<file path="src/ext_bus_regs.vh">
/*
 * Register offsets, field positions, reset values and timing counts of
 * the external bus configuration block.
 * Assumes a 16-bit register port addressed by the printed offsets.
 */
`ifndef EXT_BUS_REGS_VH
`define EXT_BUS_REGS_VH

// ----------------------------------------------------------------------
// register offsets
// ----------------------------------------------------------------------
`define OFS_WINDOW0      16'hFF0C
`define OFS_WINDOW1      16'hFF14
`define OFS_WINDOW2      16'hFF16
`define OFS_WINDOW3      16'hFF18
`define OFS_WINDOW4      16'hFF1A
`define OFS_PIN_CONFIG   16'hF108
`define OFS_STATUS       16'hFF1C

// ----------------------------------------------------------------------
// bus_window_config fields
// ----------------------------------------------------------------------
`define F_WAIT_LO        0
`define F_WAIT_HI        3
`define F_CMD_DELAY      4
`define F_TRI_WAIT       5
`define F_TYPE_LO        6
`define F_TYPE_HI        7
`define F_ALE_LONG       9
`define F_BUS_ON         10
`define F_RDY_ON         12
`define F_RDY_POL        13
`define F_CS_READ        14
`define F_CS_WRITE       15
`define WINDOW_WMASK     16'hF6FF
`define WINDOW_RESET     16'h0000
`define WAIT_MAX         4'hF

// ----------------------------------------------------------------------
// reset_pin_config fields
// ----------------------------------------------------------------------
`define F_WR_MODE        0
`define F_CS_CNT_LO      1
`define F_CS_CNT_HI      2
`define F_SEG_CNT_LO     3
`define F_SEG_CNT_HI     4
`define F_CLK_LO         5
`define F_CLK_HI         7
`define PIN_CONFIG_RESET 8'hFF

// ----------------------------------------------------------------------
// status fields
// ----------------------------------------------------------------------
`define F_ST_BUSY        0
`define F_ST_EMPTY       1
`define F_ST_DROPPED     2

`endif

</file>
<file path="src/external_bus_config.v">
/*
 * External bus controller configuration: five window configuration
 * registers, the strap-loaded reset configuration register, a request
 * FIFO and a bus cycle engine that applies the configured timing.
 * Assumes ref_clk is the CPU clock; one clock is one clock phase unit.
 */
// Summary of operation
// - wait states inserted equal fifteen minus the cycle wait count.
// - command delay select 0 delays the command one phase after the latch strobe falls.
// - tristate wait select 0 adds one wait state for memory tristate time.
// - bus type 00/01/10/11 gives 8-bit demux, 8-bit mux, 16-bit demux, 16-bit mux.
// - window 0 bus type is loaded from the configuration port pins during reset.
// - latch strobe lengthen 1 gives a lengthened address latch strobe.
// - window bus on 0 disables external access for that window.
// - ready handshake on 1 ends cycles by the ready input, else by the wait count.
// - ready polarity 0 means ready low is active, 1 means ready high is active.
// - select on read only 1 asserts chip select only during the read command.
// - select on write only 1 asserts chip select only during the write command.
// - write strobe mode 0 turns write into low-byte and byte-high into high-byte strobe.
// - select line count 00/01/10/11 enables 3, 2, 0 or 5 chip selects.
// - segment line count 00/01/10/11 enables 4, 0, 8 or 2 segment lines.
// - cpu clock ratio 000..111 gives 2.5,0.5,10,1,5,2,3,4 times the oscillator.
// - reset configuration bits 4:0 are loaded from the port pins during every reset.
// - clock ratio bits load only on long reset; undriven pins read all ones.
`include "ext_bus_regs.vh"
`default_nettype none

// ----------------------------------------------------------------------
// request fifo
// ----------------------------------------------------------------------
module ext_bus_fifo #(
    parameter WIDTH = 8,
    parameter DEPTH = 16,
    parameter AW    = 4
) (
    input  wire             ref_clk,
    input  wire             reset,
    input  wire             ce,
    input  wire             inValid,
    output wire             inReady,
    input  wire [WIDTH-1:0] inData,
    output wire             outValid,
    input  wire             outReady,
    output wire [WIDTH-1:0] outData
);
    reg [WIDTH-1:0] mem [0:DEPTH-1];
    reg [AW-1:0]    wrPtr;
    reg [AW-1:0]    rdPtr;
    reg [AW:0]      count;
    wire            push;
    wire            pop;

    // full and empty come straight from the occupancy count
    assign inReady  = (count != DEPTH[AW:0]);
    assign outValid = (count != {(AW+1){1'b0}});
    assign outData  = mem[rdPtr];
    assign push     = inValid & inReady;
    assign pop      = outValid & outReady;

    // pointers wrap at DEPTH, which need not be a power of two
    always @(posedge ref_clk) begin
        if (reset) begin
            wrPtr <= {AW{1'b0}};
            rdPtr <= {AW{1'b0}};
            count <= {(AW+1){1'b0}};
        end else if (ce) begin
            if (push) begin
                mem[wrPtr] <= inData;
                wrPtr <= (wrPtr == DEPTH[AW-1:0] - 1'b1) ? {AW{1'b0}}
                                                          : wrPtr + 1'b1;
            end
            if (pop)
                rdPtr <= (rdPtr == DEPTH[AW-1:0] - 1'b1) ? {AW{1'b0}}
                                                          : rdPtr + 1'b1;
            if (push & ~pop)
                count <= count + 1'b1;
            else if (pop & ~push)
                count <= count - 1'b1;
        end
    end
endmodule

// ----------------------------------------------------------------------
// top: registers and bus cycle engine
// ----------------------------------------------------------------------
module external_bus_config #(
    parameter FIFO_DEPTH = 16,
    parameter WINDOWS    = 5
) (
    input  wire        ref_clk,
    input  wire        reset,
    input  wire        ce,
    input  wire        longReset,
    input  wire        extAccessPin,
    input  wire [15:0] configPortPins,
    input  wire [15:0] regAddr,
    input  wire [15:0] regWrData,
    input  wire        regWrite,
    input  wire        regRead,
    output reg  [15:0] regRdData,
    input  wire        reqValid,
    output wire        reqReady,
    input  wire        reqWrite,
    input  wire [2:0]  reqWindow,
    input  wire [1:0]  reqByteEn,
    input  wire [23:0] reqAddr,
    input  wire [15:0] reqData,
    output reg         rspValid,
    output reg  [15:0] rspData,
    output reg         addrLatch,
    output reg         readCmd_n,
    output reg         writeCmd_n,
    output reg         byteHighEnable_n,
    output reg  [4:0]  chipSelect_n,
    output reg  [7:0]  segmentAddr,
    output reg  [15:0] lowAddr,
    input  wire [15:0] dataIn,
    output reg  [15:0] dataOut,
    output reg         dataOutEn_n,
    input  wire        readyPin,
    output wire [4:0]  csEnableMask,
    output wire [7:0]  segEnableMask,
    output reg  [4:0]  cpuRatioTimes2
);
    localparam RQW = 1 + 3 + 2 + 24 + 16;
    localparam [5:0] ST_IDLE = 6'h01;
    localparam [5:0] ST_ALE  = 6'h02;
    localparam [5:0] ST_DLY  = 6'h04;
    localparam [5:0] ST_CMD  = 6'h08;
    localparam [5:0] ST_TRI  = 6'h10;
    localparam [5:0] ST_END  = 6'h20;

    reg  [15:0]    windowCfg [0:WINDOWS-1];
    reg  [7:0]     pinConfig;
    reg            dropped;
    reg  [15:0]    pinSync1, pinSync2, pinSync3;
    reg            eaSync1, eaSync2, eaSync3;
    reg            rdySync1, rdySync2, rdySync3;
    reg            readyLevel;
    reg  [5:0]     state;
    reg  [5:0]     next_state;
    reg  [3:0]     waitCnt;
    reg            aleLong;
    reg  [RQW-1:0] cur;
    reg  [15:0]    curCfg;
    wire [RQW-1:0] act;
    wire [15:0]    actCfg;
    wire [RQW-1:0] fifoOut;
    wire           fifoValid;
    wire           fifoPop;
    wire           cmdPhase;
    wire           selAct;
    wire           curWrite;
    wire [2:0]     curWin;
    wire [1:0]     curBe;
    wire [15:0]    headCfg;
    wire [1:0]     busType;
    wire           readyActive;
    wire           cycleDone;
    integer        i;

    ext_bus_fifo #(.WIDTH(RQW), .DEPTH(FIFO_DEPTH), .AW(4)) reqFifo (
        .ref_clk  (ref_clk),
        .reset    (reset),
        .ce       (ce),
        .inValid  (reqValid),
        .inReady  (reqReady),
        .inData   ({reqWrite, reqWindow, reqByteEn, reqAddr, reqData}),
        .outValid (fifoValid),
        .outReady (fifoPop),
        .outData  (fifoOut)
    );

    // fields of the request in flight, or of the head while idle
    assign act      = (state == ST_IDLE && fifoValid) ? fifoOut : cur;
    assign actCfg   = (state == ST_IDLE && fifoValid) ? headCfg : curCfg;
    assign curWrite = act[RQW-1];
    assign curWin   = act[RQW-2:RQW-4];
    assign curBe    = act[RQW-5:RQW-6];
    assign busType  = actCfg[`F_TYPE_HI:`F_TYPE_LO];
    assign headCfg  = (fifoOut[RQW-2:RQW-4] < WINDOWS)
                    ? windowCfg[fifoOut[RQW-2:RQW-4]] : 16'h0000;
    assign fifoPop  = (state == ST_IDLE);
    assign cmdPhase = (state == ST_CMD);

    // ------------------------------------------------------------------
    // pin synchronisers
    // ------------------------------------------------------------------
    // three stages; a config port or ready pin change counts only once stages two and three agree; external access is taken from stage three
    always @(posedge ref_clk) begin
        if (ce) begin
            pinSync1 <= configPortPins;
            pinSync2 <= pinSync1;
            pinSync3 <= pinSync2;
            eaSync1  <= extAccessPin;
            eaSync2  <= eaSync1;
            eaSync3  <= eaSync2;
            rdySync1 <= readyPin;
            rdySync2 <= rdySync1;
            rdySync3 <= rdySync2;
        end
    end

    // filtered ready level, polarity applied later
    always @(posedge ref_clk) begin
        if (reset)
            readyLevel <= 1'b1;
        else if (ce && rdySync2 == rdySync3)
            readyLevel <= rdySync3;
    end

    assign readyActive = (readyLevel == curCfg[`F_RDY_POL]);
    assign cycleDone   = curCfg[`F_RDY_ON] ? readyActive
                                           : (waitCnt == 4'h0);

    // ------------------------------------------------------------------
    // configuration registers
    // ------------------------------------------------------------------
    // straps are re-captured on every reset cycle, so the value present
    // at release is the one kept; unstable pins keep the old capture
    always @(posedge ref_clk) begin
        if (reset) begin
            if (ce) begin
                if (pinSync2[15:8] == pinSync3[15:8]) begin
                    pinConfig[4:0] <= pinSync3[12:8];
                    if (longReset)
                        pinConfig[7:5] <= pinSync3[15:13];
                end
                for (i = 0; i < WINDOWS; i = i + 1)
                    windowCfg[i] <= `WINDOW_RESET;
                if (pinSync2[7:6] == pinSync3[7:6])
                    windowCfg[0][`F_TYPE_HI:`F_TYPE_LO] <= pinSync3[7:6];
                // external start: window 0 comes up active, long strobe
                windowCfg[0][`F_BUS_ON]   <= ~eaSync3;
                windowCfg[0][`F_ALE_LONG] <= ~eaSync3;
            end
            dropped <= 1'b0;
        end else if (ce) begin
            for (i = 0; i < WINDOWS; i = i + 1)
                if (regWrite && (
                    (i == 0 && regAddr == `OFS_WINDOW0) ||
                    (i == 1 && regAddr == `OFS_WINDOW1) ||
                    (i == 2 && regAddr == `OFS_WINDOW2) ||
                    (i == 3 && regAddr == `OFS_WINDOW3) ||
                    (i == 4 && regAddr == `OFS_WINDOW4)))
                    windowCfg[i] <= regWrData & `WINDOW_WMASK;
            // sticky flag: a new drop wins over a clear in the same cycle
            if (state == ST_IDLE && fifoValid && !headCfg[`F_BUS_ON])
                dropped <= 1'b1;
            else if (regWrite && regAddr == `OFS_STATUS
                     && regWrData[`F_ST_DROPPED])
                dropped <= 1'b0;
        end
    end

    // read port, data valid in the cycle after the strobe
    always @(posedge ref_clk) begin
        if (reset)
            regRdData <= 16'h0000;
        else if (ce) begin
            regRdData <= 16'h0000;
            if (regRead)
                case (regAddr)
                    `OFS_WINDOW0:    regRdData <= windowCfg[0];
                    `OFS_WINDOW1:    regRdData <= windowCfg[1];
                    `OFS_WINDOW2:    regRdData <= windowCfg[2];
                    `OFS_WINDOW3:    regRdData <= windowCfg[3];
                    `OFS_WINDOW4:    regRdData <= windowCfg[4];
                    `OFS_PIN_CONFIG: regRdData <= {8'h00, pinConfig};
                    `OFS_STATUS:     regRdData <= {13'h0000, dropped,
                                          ~fifoValid, state != ST_IDLE};
                    default:         regRdData <= 16'h0000;
                endcase
        end
    end

    // ------------------------------------------------------------------
    // strap decodes
    // ------------------------------------------------------------------
    assign csEnableMask =
        (pinConfig[`F_CS_CNT_HI:`F_CS_CNT_LO] == 2'b00) ? 5'h07 :
        (pinConfig[`F_CS_CNT_HI:`F_CS_CNT_LO] == 2'b01) ? 5'h03 :
        (pinConfig[`F_CS_CNT_HI:`F_CS_CNT_LO] == 2'b10) ? 5'h00 : 5'h1F;
    assign segEnableMask =
        (pinConfig[`F_SEG_CNT_HI:`F_SEG_CNT_LO] == 2'b00) ? 8'h0F :
        (pinConfig[`F_SEG_CNT_HI:`F_SEG_CNT_LO] == 2'b01) ? 8'h00 :
        (pinConfig[`F_SEG_CNT_HI:`F_SEG_CNT_LO] == 2'b10) ? 8'hFF : 8'h03;

    // ratio given in halves so that 2.5 and 0.5 stay whole numbers
    always @* begin
        case (pinConfig[`F_CLK_HI:`F_CLK_LO])
            3'b000:  cpuRatioTimes2 = 5'h05;
            3'b001:  cpuRatioTimes2 = 5'h01;
            3'b010:  cpuRatioTimes2 = 5'h14;
            3'b011:  cpuRatioTimes2 = 5'h02;
            3'b100:  cpuRatioTimes2 = 5'h0A;
            3'b101:  cpuRatioTimes2 = 5'h04;
            3'b110:  cpuRatioTimes2 = 5'h06;
            default: cpuRatioTimes2 = 5'h08;
        endcase
    end

    // ------------------------------------------------------------------
    // bus cycle engine
    // ------------------------------------------------------------------
    always @* begin
        case (state)
            ST_IDLE: next_state = (fifoValid && headCfg[`F_BUS_ON])
                                  ? ST_ALE : ST_IDLE;
            ST_ALE:  next_state = aleLong ? ST_ALE
                                : (curCfg[`F_CMD_DELAY] ? ST_CMD : ST_DLY);
            ST_DLY:  next_state = ST_CMD;
            ST_CMD:  next_state = !cycleDone ? ST_CMD
                                : (curCfg[`F_TRI_WAIT] ? ST_END : ST_TRI);
            ST_TRI:  next_state = ST_END;
            ST_END:  next_state = ST_IDLE;
            default: next_state = ST_IDLE;
        endcase
    end

    // one clock is one phase unit; disabled windows drop the request
    always @(posedge ref_clk) begin
        if (reset) begin
            state    <= ST_IDLE;
            cur      <= {RQW{1'b0}};
            curCfg   <= 16'h0000;
            waitCnt  <= 4'h0;
            aleLong  <= 1'b0;
            rspValid <= 1'b0;
            rspData  <= 16'h0000;
        end else if (ce) begin
            state    <= next_state;
            rspValid <= 1'b0;
            if (state == ST_IDLE && fifoValid) begin
                cur     <= fifoOut;
                curCfg  <= headCfg;
                aleLong <= headCfg[`F_ALE_LONG];
                waitCnt <= `WAIT_MAX - headCfg[`F_WAIT_HI:`F_WAIT_LO];
            end
            if (state == ST_ALE)
                aleLong <= 1'b0;
            if (cmdPhase && !cycleDone && waitCnt != 4'h0)
                waitCnt <= waitCnt - 1'b1;
            if (cmdPhase && cycleDone && !curWrite) begin
                rspValid <= 1'b1;
                rspData  <= busType[1] ? dataIn : {8'h00, dataIn[7:0]};
            end
        end
    end

    // ------------------------------------------------------------------
    // pin outputs
    // ------------------------------------------------------------------
    // selects follow the next state like the strobes
    assign selAct = (next_state != ST_IDLE) && (next_state != ST_END) &&
        (curWrite ? (!actCfg[`F_CS_WRITE] || next_state == ST_CMD)
                  : (!actCfg[`F_CS_READ]  || next_state == ST_CMD));

    always @(posedge ref_clk) begin
        if (reset) begin
            addrLatch        <= 1'b0;
            readCmd_n        <= 1'b1;
            writeCmd_n       <= 1'b1;
            byteHighEnable_n <= 1'b1;
            chipSelect_n     <= 5'h1F;
            segmentAddr      <= 8'h00;
            lowAddr          <= 16'h0000;
            dataOut          <= 16'h0000;
            dataOutEn_n      <= 1'b1;
        end else if (ce) begin
            addrLatch   <= (next_state == ST_ALE);
            readCmd_n   <= ~(next_state == ST_CMD && !curWrite);
            segmentAddr <= act[39:32] & segEnableMask;
            lowAddr     <= busType[0] ? 16'h0000 : act[31:16];
            // multiplexed types put the address on data while latching
            if (next_state == ST_ALE && busType[0]) begin
                dataOut     <= act[31:16];
                dataOutEn_n <= 1'b0;
            end else if (curWrite && (next_state == ST_DLY
                                      || next_state == ST_CMD)) begin
                dataOut     <= act[15:0];
                dataOutEn_n <= 1'b0;
            end else
                dataOutEn_n <= 1'b1;
            if (!pinConfig[`F_WR_MODE]) begin
                writeCmd_n       <= ~(next_state == ST_CMD && curWrite
                                      && curBe[0]);
                byteHighEnable_n <= ~(next_state == ST_CMD && curWrite
                                      && curBe[1]);
            end else begin
                writeCmd_n       <= ~(next_state == ST_CMD && curWrite);
                byteHighEnable_n <= ~(next_state != ST_IDLE
                                      && next_state != ST_END
                                      && curBe[1] && busType[1]);
            end
            for (i = 0; i < 5; i = i + 1)
                chipSelect_n[i] <= ~(csEnableMask[i] && curWin == i && selAct);
        end
    end

endmodule
`default_nettype wire

</file>
<file path="config.mk">
export PLATFORM = sky130hd
export DESIGN_NAME = external_bus_config
export DESIGN_NICKNAME = d
export VERILOG_FILES = /design/src/external_bus_config.v
export VERILOG_INCLUDE_DIRS = /design/src /design/src/src
export SDC_FILE = /design/constraint.sdc
export NUM_CORES = 1
export LEC_CHECK = 0
export BUFFER_PORTS_ARGS = -buffer_cell sky130_fd_sc_hd__buf_4
export CAP_MARGIN = 5
export CORE_ASPECT_RATIO = 0.5
export CORE_MARGIN = 3
export CORE_UTILIZATION = 60
export CTS_BUF_LIST = sky130_fd_sc_hd__clkbuf_8
export DETAILED_ROUTE_END_ITERATION = 7
export PLACE_DENSITY = 0.79
export SYNTH_ARGS = -nofsm -noshare
export SYNTH_HDL_FRONTEND = slang
export SYNTH_SLANG_ARGS = --single-unit
</file>
<file path="constraint.sdc">
create_clock -name ref_clk -period 11.36 [get_ports ref_clk]
set_clock_uncertainty 0.1 [all_clocks]
set_input_delay 0.568 -clock ref_clk [delete_from_list [all_inputs] [get_ports ref_clk]]
set_output_delay 0.568 -clock ref_clk [all_outputs]
set_load 0.03 [all_outputs]
</file>
# [Word-level counts from Yosys, hierarchy flattened]
# Memory sizes are Yosys's and may differ from the RTL's. A register that Yosys moved wholly into a read port is not among the register bits.
# Cells that the tools add are included.
[word_totals] regBits=233 mem_bits_rw=806 output_inout_bits=102 word_cells=263 memories=2
[mem_list] memory="reqFifo.mem" depth=16 width=46 rd=1 rd_clocked_by_memory_dff=1 wr=1 line_no="external_bus_config.v:46" source="reg [WIDTH-1:0] mem [0:DEPTH-1];"
[mem_list] memory="windowCfg" depth=5 width=14 rd=6 rd_clocked_by_memory_dff=0 wr=5 line_no="external_bus_config.v:133" source="reg [15:0] windowCfg [0:WINDOWS-1];"
[classes] add_sub_neg=6 order_cmp=1 n_eq_ne=39 muxes=84 n_bitwise=31 n_reduce_logical=66
[op_table] cell="$eq 16x16->1 const B" n=7
[op_table] cell="$mux 16" n=7
[op_table] cell="$pmux 16 s7" n=1
[op_table] cell="$mux 14" n=4
[op_table] cell="$mux 1" n=46
[op_table] cell="$mux 46" n=1
[op_table] cell="$mux 4" n=9
[op_table] cell="$logic_and 1x1->1" n=35
[op_table] cell="$pmux 5 s7" n=1
[op_table] cell="$pmux 6 s5" n=1
[op_table] cell="$mux 5" n=5
[op_table] cell="$mux 8" n=3
[op_table] cell="$mux 6" n=3
[op_table] cell="$reduce_and 2->1" n=9
[op_table] cell="$not 1->1" n=14
[op_table] cell="$eq 3x2->1 const B" n=4
[op_table] cell="$eq 3x3->1 const B" n=4
[op_table] cell="$eq 6x2->1 const B" n=2
[op_table] cell="$eq 6x3->1 const B" n=2
[op_table] cell="$eq 6x4->1 const B" n=2
[op_table] cell="$ne 6x1->1 const B" n=2
[op_table] cell="$or 1x1->1" n=12
[op_table] cell="$reduce_bool 2->1" n=5
[op_table] cell="$add 4x1->4 const B" n=2
[op_table] cell="28 further kinds" n=46

# [Logic depth before layout (Yosys ltp)]
# Gate-level depths: netlist of run 1.
[depth] depth_word=11 mapped_depth=17 depth_no_buf=13

# [Modules after synthesis]
# A second synthesis of run 1 with hierarchy kept.
[hier_totals] cells_unflattened=2430 hier_area_um2=40181.0
[modules_own_cells] module="ext_bus_fifo" n_inst=1 cells_each=1242 area_each_um2=28453.5 seq_area_each_um2=22441.5
[modules_own_cells] module="external_bus_config" n_inst=1 cells_each=1188 area_each_um2=11727.5 seq_area_each_um2=6386.1

# [Least setup slack after synthesis of run 1]
# Ideal clock, no wire load.
[synth_timing] path_kind="input to register" start="input ce" end="memory reqFifo.mem[0][0] in the netlist's numbering (enable)" setup_time_ns=0.506 arrival_time_ns=4.605 setup_slack_ns=6.148 path_stages=6 path_cell_list="clkbuf_1 clkbuf_1 nand2_1 nor2_1 nand2_1 nor3_1"
[synth_between] elab_chain_len=3
[synth_rtl] element="from (decl)" line_no="external_bus_config.v:92" source="input wire ce,"
[synth_rtl] element="$mux 1" line_no="external_bus_config.v:66" source="end else if (ce) begin"
[synth_rtl] element="$mux 1" line_no="external_bus_config.v:62" source="if (reset) begin"
[synth_rtl] element="$mux 1 (implied by the code)" line_no="external_bus_config.v:68" source="mem[wrPtr] <= inData;"
[synth_rtl] element="to (decl)" line_no="external_bus_config.v:46"
# No other way between the ends.

==> impl_metrics.py, run 1 <==
metrics = {
    "logic_synthesis": {
        "synth.cell_area_mm2": 0.0404,
        "synth_seq_cells": 1015,
        "avgSynthCellArea_um2": 17.1,
        "synth_top_cell_by_area": "edfxtp_1",
        "netlist_instances": 2361,
        "synth-edff-count": 850,
        "synth_area_leaders": "edfxtp_1 63%, mux4_2 13%, dfxtp_1 8.2%, nand2_1 1.5%, a21oi_1 1.4%",
        "yosysSeqAreaShare_pct": 71.4,
        "async_reset_ff_share_pct": 0,
        "synth_top_area_share_pct": 63.2,
        "synth_cell_types": 75,
        "ys.flop_type": "edfxtp_1",
        "yosys_warnings": 0,
    },
    "die": {
        "rows": 66,
        "ioPinCount": 221,
        "core_area_mm2": 0.0657,
        "die-area_mm2": 0.0706,
        "die_h_um": 189,
        "initial_core_util_pct": 61.4,
        "die_w_um": 373,
    },
    "route": {
        "drtPass1Iterations": 8,
        "vias_per_cell": 6.44,
        "wl_per_cell_um": 26.5,
        "ant_nets": 0,
        "drt-total-wl_mm": 96.7,
        "drc": 4,
        "drt-initial-drc-count": 2755,
        "num_vias": 23526,
    },
    "setup_path": {
        "cp_slowest_cell": "nor4_4",
        "r2r_slack_ns": 5.64,
        "crit_chain": "buf_4 > mux4_2 > mux4_2 > nor4_4 > a21o_1 > o31a_1 > a221oi_1 > a211o_1",
        "path_class": "reg2reg",
        "setup.worst_path.end": "dataOutEn_n$_SDFFE_PP1P_",
        "slowest_delay_ns": 0.97,
        "crit_fanout": 45,
        "critPathLaunchType": "flop",
        "crit_arrival_ns": 6.27,
        "r2r_cells": 8,
        "cp.required_ns": 11.91,
        "end_kind": "flop",
        "worst_r2r_endpoint": "dataOutEn_n$_SDFFE_PP1P_",
        "crit_path_frequent_cell": "mux4_2",
    },
    "final_layout": {
        "multi_input_area_mm2": 0.0109,
        "final_cells": 3654,
        "nets": 2797,
        "post-route-util_pct": 70.3,
        "areaGrowthSynthToFinish_pct": 14.5,
        "fill_cells": 4039,
        "regArea_mm2": 0.0288,
        "drive_gt1_share_pct": 25.3,
    },
    "clocking": {
        "cts_hold_buf": 76,
        "post-cts-setup-buffers": 0,
        "clkLatencyLatePin_ns": 0.76,
        "cts.repair.resized": 0,
        "cts_tree": "built",
        "cts_root_buf": "clkbuf_8",
        "cts_buffers": 137,
        "clk_path_buf_depth": 3,
        "clkTransAtPathRegs_ns": 0.07,
        "clock_sinks": 1015,
        "h-tree-depth": 4,
    },
    "sta": {
        "fmax_mhz": 175,
        "tightest_slew_ns": 1.30,
        "min_period_ns": 5.72,
        "fin_tns_setup_ns": 0,
        "rsz0062_at_grt": "false",
        "drv_slew": 0,
        "fin_crit_sh_pct": 50.3,
        "relSlewSlack_pct": 12.9,
        "setup-violations-final": 0,
        "hold_violations": 0,
    },
    "global_route": {
        "antenna_found_initial": 2,
        "grt_max_degree": 110,
        "grt_overflow": 0,
        "grt_pass1_wl_mm": 145,
        "track_usage_pct": 27.6,
        "grt_pass1_vias": 23406,
    },
    "job": {
        "max_cap_viol_count": 0,
    },
    "pwr": {
        "p_per_area_mw_per_mm2": 185,
        "ir_drop_mv": 0.154,
        "power.leakage_nw": 15.4,
    },
    "placement": {
        "io_buffers": 210,
        "dp_hpwl_mm": 53.5,
        "globalplace.congestion": 0.872,
        "placed_cells": 3334,
    },
    "min_path": {
        "min_path_type": "in2reg",
        "min_from": "regWrData[14]",
    },
    "run_status": {
        "violations": "design-rule violations",
        "outcome": "finished, violations left",
    },
}
==> through the flow <==
step	cell area [um2]	hold slack (ns)	power [mW]	worst slack (ns)
after floorplan	40400	0.300	5.45	6.15
after global placement	42800	0.305	5.86	5.68
after detailed placement	42800	0.305	5.91	5.54
after CTS	46200	0.00332	8.58	5.58
after global routing	46200	0.00892	8.89	5.34
final	46200	0.0580	8.55	5.64
==> sequential cells by signal (all words and copies together), names as in the netlist, 5 cells and up, named ones only <==
name	count
reqFifo.mem	736
windowCfg	70
cur	46
dataOut	16
lowAddr	16
rspData	16
regRdData	14
pinSync1	10
pinSync2	10
pinSync3	10
curCfg	8
pinConfig	8
segmentAddr	8
state	6
chipSelect_n	5
reqFifo.count	5
==> cells in the final DEF, fill, tap and decap left out, types with 8 or more instances in the layout <==
| master | netlist | final |
|---|---|---|
| nand2_1 | 165 | 165 |
| mux2i_1 | 55 | 55 |
| a21oi_1 | 116 | 116 |
| clkbuf_8 | 0 | 149 |
| edfxtp_1 | 850 | 850 |
| nand3_1 | 32 | 32 |
| nor2_1 | 134 | 119 |
| dlygate4sd3_1 | 0 | 76 |
| nor2_4 | 0 | 13 |
| nor2b_1 | 16 | 15 |
| a22oi_1 | 48 | 48 |
| clkinv_1 | 1 | 17 |
| a221o_1 | 9 | 9 |
| o21ai_0 | 22 | 22 |
| xnor2_1 | 13 | 13 |
| nor3_1 | 26 | 21 |
| clkinv_2 | 0 | 18 |
| and3_1 | 73 | 73 |
| a31oi_1 | 19 | 19 |
| mux4_2 | 225 | 225 |
| o2bb2ai_1 | 38 | 38 |
| inv_1 | 13 | 59 |
| xor2_1 | 8 | 8 |
| ha_1 | 12 | 12 |
| buf_4 | 10 | 248 |
| dfxtp_1 | 165 | 161 |
| a211oi_1 | 29 | 29 |
==> critical path, delay by kind of cell, from the launching register on <==
family,cells,cell delay (ns)
flip-flops,1,0.77
AND/OR/NAND/NOR,1,0.97
AO/OA/AOI/OAI,4,1.45
buffers and inverters,1,0.79
multiplexers,2,1.47
==> cell usage after synthesis (8+ instances only) <==
cell	n
a211oi_1	29
a21oi_1	116
a221o_1	9
a22oi_1	48
a31oi_1	19
and3_1	73
buf_1	20
buf_2	22
buf_4	10
clkbuf_1	107
dfxtp_1	165
edfxtp_1	850
ha_1	12
inv_1	13
mux2i_1	55
mux4_2	225
nand2_1	165
nand3_1	32
nor2_1	134
nor2b_1	16
nor3_1	26
o21ai_0	22
o2bb2ai_1	38
xnor2_1	13
xor2_1	8
==> layout make-up <==
type                    count  area share, %
flip-flops and latches   1015           62.4
multi-input cells        1169           23.7
repair buffers            326           5.74
clock buffers             149           4.44
well taps                 884           2.39
clock inverters            93           1.22
inverters                  16          0.133
diodes                      2         0.0108
==> cell families after synthesis <==
| family | Yosys count | synth area share [%] |
|---|---|---|
| AO/OA/AOI/OAI | 343 | 5.82 |
| other | 1 | 0.00929 |
| XOR/XNOR | 21 | 0.456 |
| buffers and inverters | 178 | 1.87 |
| adder cells (fa/ha/maj) | 13 | 0.422 |
| multiplexers | 283 | 14.0 |
| flip-flops | 1015 | 71.4 |
| AND/OR/NAND/NOR | 507 | 5.98 |
==> worst min path at each step <==
| stage | endpoint | slack (ns) | depth (start not counted) |
|---|---|---|---|
| after floorplan | eaSync2$_DFFE_PP_ | 0.30 | 0 |
| after global placement | pinSync2[11]$_DFFE_PP_ | 0.30 | 0 |
| after detailed placement | pinSync2[7]$_DFFE_PP_ | 0.30 | 0 |
| after CTS | windowCfg[0][7]$_SDFFCE_PN0P_ | 0.003 | 2 |
| after global routing | windowCfg[0][7]$_SDFFCE_PN0P_ | 0.009 | 2 |
| final | windowCfg[4][12]$_SDFFCE_PN0P_ | 0.06 | 2 |
==> where the power goes <==
part / total (mW) / switching, mW / internal, mW
Combinational: 1.58 / 0.905 / 0.679
Sequential: 4.28 / 0.119 / 4.16
Clock: 2.69 / 1.34 / 1.35
==> metal layers <==
metal	GRT usage (%)	share of wire, %	vias to the layer above
met5	0	0	-
met4	9.02	2.7	0
met3	6.97	10	195
met2	44.0	49	1307
met1	37.9	38	11988
li1	-	-	10036
Power figures use the tool's default switching activity.
==> run 2: changes to the inputs <==
--- a/config.mk
+++ b/config.mk
@@ -6,6 +6,7 @@
 export SDC_FILE = /design/constraint.sdc
 export NUM_CORES = 1
 export LEC_CHECK = 0
+export ABC_AREA = 1
 export BUFFER_PORTS_ARGS = -buffer_cell sky130_fd_sc_hd__buf_4
 export CAP_MARGIN = 5
 export CORE_ASPECT_RATIO = 0.5
@@ -13,7 +14,7 @@
 export CORE_UTILIZATION = 60
 export CTS_BUF_LIST = sky130_fd_sc_hd__clkbuf_8
 export DETAILED_ROUTE_END_ITERATION = 7
-export PLACE_DENSITY = 0.79
+export PLACE_DENSITY = 0.78
 export SYNTH_ARGS = -nofsm -noshare
 export SYNTH_HDL_FRONTEND = slang
 export SYNTH_SLANG_ARGS = --single-unit
==> constraint.sdc (replaced) <==
create_clock -name ref_clk -period 5.9 [get_ports ref_clk]
set_clock_uncertainty 0.1 [all_clocks]
set_input_delay 0.295 -clock ref_clk [delete_from_list [all_inputs] [get_ports ref_clk]]
set_output_delay 0.295 -clock ref_clk [all_outputs]
set_load 0.03 [all_outputs]
==> run 2 against run 1 <==
  * The flow now finishes without violations
  * Power grew 94%
  * Global-route usage up 3.0 points
  * Core utilization down 0.52 points
  * Hold slack worse by 0.015 ns
  * Wire length rose by 16%
  * Via count is 28% higher
  * Sequential share of layout area down 1.2 points
  * Critical path depth rose by 8
  * Synthesized cell count is 51% higher
  * Critical path type unchanged
  * Critical endpoint is now rspData[12]$_SDFFE_PP0P_
==> impl_metrics.py, run 2 <==
metrics = {
    "placement": {
        "globalplace.congestion": 0.898,
        "io_buffers": 210,
        "dp_hpwl_mm": 62.3,
        "placed_cells": 4489,
    },
    "setup_path": {
        "end_kind": "flop",
        "r2r_slack_ns": 1.70,
        "cp.required_ns": 6.49,
        "path_class": "reg2reg",
        "setup.worst_path.end": "rspData[12]$_SDFFE_PP0P_",
        "crit_chain": "buf_4 > nand2_1 > nand2_1 > nand2_1 > nand3_1 > nand3_2 > nand2_4 > inv_4 > nand2_1 > nand3_1 > nand3_1 > nand2_1 > nand2_1 > nand3_1 > a21oi_1 > dlygate4sd3_1",
        "slowest_delay_ns": 0.64,
        "cp_slowest_cell": "buf_4",
        "cp.buffers_inverters": 3,
        "crit_path_frequent_cell": "nand2_1",
        "crit_arrival_ns": 4.79,
        "crit_fanout": 72,
        "critPathTopFamily": "simple AND/OR/NAND/NOR gates",
        "worst_r2r_endpoint": "rspData[12]$_SDFFE_PP0P_",
        "r2r_cells": 16,
        "path_depth": 16,
        "critPathLaunchType": "flop",
    },
    "final_layout": {
        "final_common_cell": "edfxtp_1",
        "regMostFlops": "reqFifo.mem",
        "nets": 3967,
        "largest_reg_flops": 736,
        "post-route-util_pct": 69.8,
        "fill_cells": 4425,
        "final_cells": 4850,
        "reg_top3": "reqFifo.mem (736), windowCfg (70), cur (46)",
        "final_cell_mix": "850 x edfxtp_1, 564 x nor2_1, 434 x o21ai_0",
        "areaGrowthSynthToFinish_pct": 14.2,
        "drive_gt1_share_pct": 12.8,
    },
    "sta": {
        "tightest_slew_ns": 1.13,
        "min_period_ns": 4.20,
        "relSlewSlack_pct": 24.8,
        "fin_crit_sh_pct": 71.2,
        "setup-violations-final": 0,
        "fin_tns_setup_ns": 0,
        "rsz0062_at_grt": "false",
        "fmax_mhz": 238,
        "drv_slew": 0,
        "hold_violations": 0,
    },
    "clocking": {
        "cts_hold_buf": 101,
        "clock_sinks": 1015,
        "h-tree-depth": 4,
        "cts_buffers": 140,
        "cts.repair.resized": 0,
        "cts_tree": "built",
        "post-cts-setup-buffers": 0,
        "clkTransAtPathRegs_ns": 0.07,
        "clkLatencyLatePin_ns": 0.78,
        "clk_path_buf_depth": 3,
        "cts_root_buf": "clkbuf_8",
    },
    "global_route": {
        "grt_pass1_vias": 29140,
        "antenna_found_initial": 2,
        "grt_pass1_wl_mm": 168,
        "grt_max_degree": 205,
        "grt_overflow": 0,
        "track_usage_pct": 30.6,
    },
    "pwr": {
        "combPwrFrac_pct": 19.5,
        "switching_share_pct": 30.8,
        "p_sw_mw": 5.11,
        "power_mw": 16.6,
        "seqPwrFrac_pct": 48.9,
        "p_per_area_mw_per_mm2": 352,
        "pwr-share-clk_pct": 31.7,
        "ir_drop_mv": 0.195,
        "p_int_mw": 11.5,
        "power.leakage_nw": 17.0,
    },
    "logic_synthesis": {
        "ys.flop_type": "edfxtp_1",
        "synth.cell_area_mm2": 0.0413,
        "synthTopCellsByCount": "850 x edfxtp_1, 580 x nor2_1, 434 x o21ai_0",
        "netlist_instances": 3571,
        "synth_top_cell_by_area": "edfxtp_1",
        "synth-edff-count": 850,
        "synth_top_area_share_pct": 61.8,
        "yosys.area_share.adder_pct": 0.412,
        "async_reset_ff_share_pct": 0,
        "synth_seq_cells": 1015,
        "synth_cell_types": 51,
        "avgSynthCellArea_um2": 11.6,
        "synthMuxAreaShare_pct": 0,
        "synth_area_leaders": "edfxtp_1 62%, dfxtp_1 8.0%, nor2_1 5.3%, o21ai_0 5.3%, nand2_1 3.1%",
        "synth-xor-area-share_pct": 0.254,
        "synthSimpleGateAreaFrac_pct": 11.6,
        "yosysMostFrequentCell": "edfxtp_1",
        "synth-compound-area-share_pct": 13.3,
        "synth_top_family_by_area": "compound AO/OA/AOI/OAI gates",
        "yosys_warnings": 0,
        "yosysSeqAreaShare_pct": 69.8,
    },
    "die": {
        "rows": 67,
        "initial_core_util_pct": 61.1,
        "die_h_um": 192,
        "die_w_um": 377,
        "ioPinCount": 221,
        "die-area_mm2": 0.0722,
        "core_area_mm2": 0.0676,
    },
    "route": {
        "ant_nets": 0,
        "vias_per_cell": 6.23,
        "drt-total-wl_mm": 112,
        "wl_per_cell_um": 23.1,
        "num_vias": 30221,
        "drtPass1Iterations": 6,
        "drc": 0,
        "drt-initial-drc-count": 4112,
    },
    "run_status": {
        "outcome": "finished clean",
    },
    "min_path": {
        "min_path_type": "in2reg",
        "holdPathStages": 2,
    },
    "job": {
        "max_cap_viol_count": 0,
    },
}
run 2: cell types whose count changed after synthesis, sizes merged, moves of 38 or more:
cell / delta
a22oi: -48
and3: -73
clkbuf: +48
inv: +203
mux2i: -55
mux4: -225
nand2: +185
nand3: +129
nor2: +451
o211ai: +68
o21ai: +440
o221ai: +118
o22ai: +88
o2bb2ai: -38
run 2: power groups by stage:
| stage | clock (mW) | sequential, mW | combinational [mW] |
|---|---|---|---|
| 3_3_place_gp | 0 | 8.25 | 2.96 |
| 4_1_cts | 5.28 | 8.11 | 3.15 |
| 5_1_grt | 5.61 | 8.13 | 3.51 |
| 6_report | 5.25 | 8.11 | 3.23 |
| 2_1_floorplan | 0 | 8.30 | 2.04 |
| 3_5_place_dp | 0 | 8.26 | 3.08 |
run 2: area by class of cell:
| class | count | area (um2) | share of cell area, % |
|---|---|---|---|
| antenna | 2 | 5.00 | 0.0106 |
| sequential | 1015 | 28800 | 61.2 |
| multi-input combinational | 2099 | 10700 | 22.7 |
| clock buffer | 159 | 2190 | 4.64 |
| inverter | 221 | 848 | 1.80 |
| timing repair buffer | 358 | 2970 | 6.29 |
| tap | 897 | 1120 | 2.38 |
| clock inverter | 99 | 504 | 1.07 |
run 2: cell families after synthesis:
| logic type | count (synthesis) |
|---|---|
| adder cells (fa/ha/maj) | 13 |
| other | 1 |
| buffers and inverters | 458 |
| AO/OA/AOI/OAI | 928 |
| flip-flops | 1015 |
| XOR/XNOR | 12 |
| AND/OR/NAND/NOR | 1144 |
run 2: how the worst min path moves through the flow:
stage                                 from                endpoint  slack (ns)
floorplan                     extAccessPin       eaSync1$_DFFE_PP_        0.29
global placement     pinSync1[6]$_DFFE_PP_   pinSync2[6]$_DFFE_PP_        0.30
detailed placement  pinSync1[15]$_DFFE_PP_  pinSync2[15]$_DFFE_PP_        0.31
CTS                                     ce   pinSync1[7]$_DFFE_PP_       0.007
global route                            ce   pinSync1[7]$_DFFE_PP_        0.02
finish                                  ce   pinSync1[6]$_DFFE_PP_        0.04
run 2: worst reg2reg max path: stages (launching register included):
cell	delay [ns]
dfxtp_4	0.49
buf_4	0.65
nand2_1	0.14
nand2_1	0.10
nand2_1	0.05
nand3_1	0.10
nand3_2	0.14
nand2_4	0.40
inv_4	0.21
nand2_1	0.12
nand3_1	0.08
nand3_1	0.12
nand2_1	0.06
nand2_1	0.46
nand3_1	0.17
a21oi_1	0.19
dlygate4sd3_1	0.57
run 2: through the flow:
step	instance area [um2]	hold WS (ns)	setup WS [ns]
after floorplan	41300	0.294	2.01
after global placement	43500	0.303	2.05
after detailed placement	43500	0.305	2.01
after CTS	47200	0.00653	1.87
after global routing	47200	0.0243	1.45
final	47200	0.0434	1.70
run 2: metal layers:
layer  wire [um]  GRT usage, %  up-vias  part of all wire [%]
met5           0             0        -                     0
met4        3920          13.1        0                   3.5
met3       13300          6.68      304                    12
met2       52400          49.1     2065                    47
met1       42100          40.7    14429                    38
li1            -             -    13423                     -
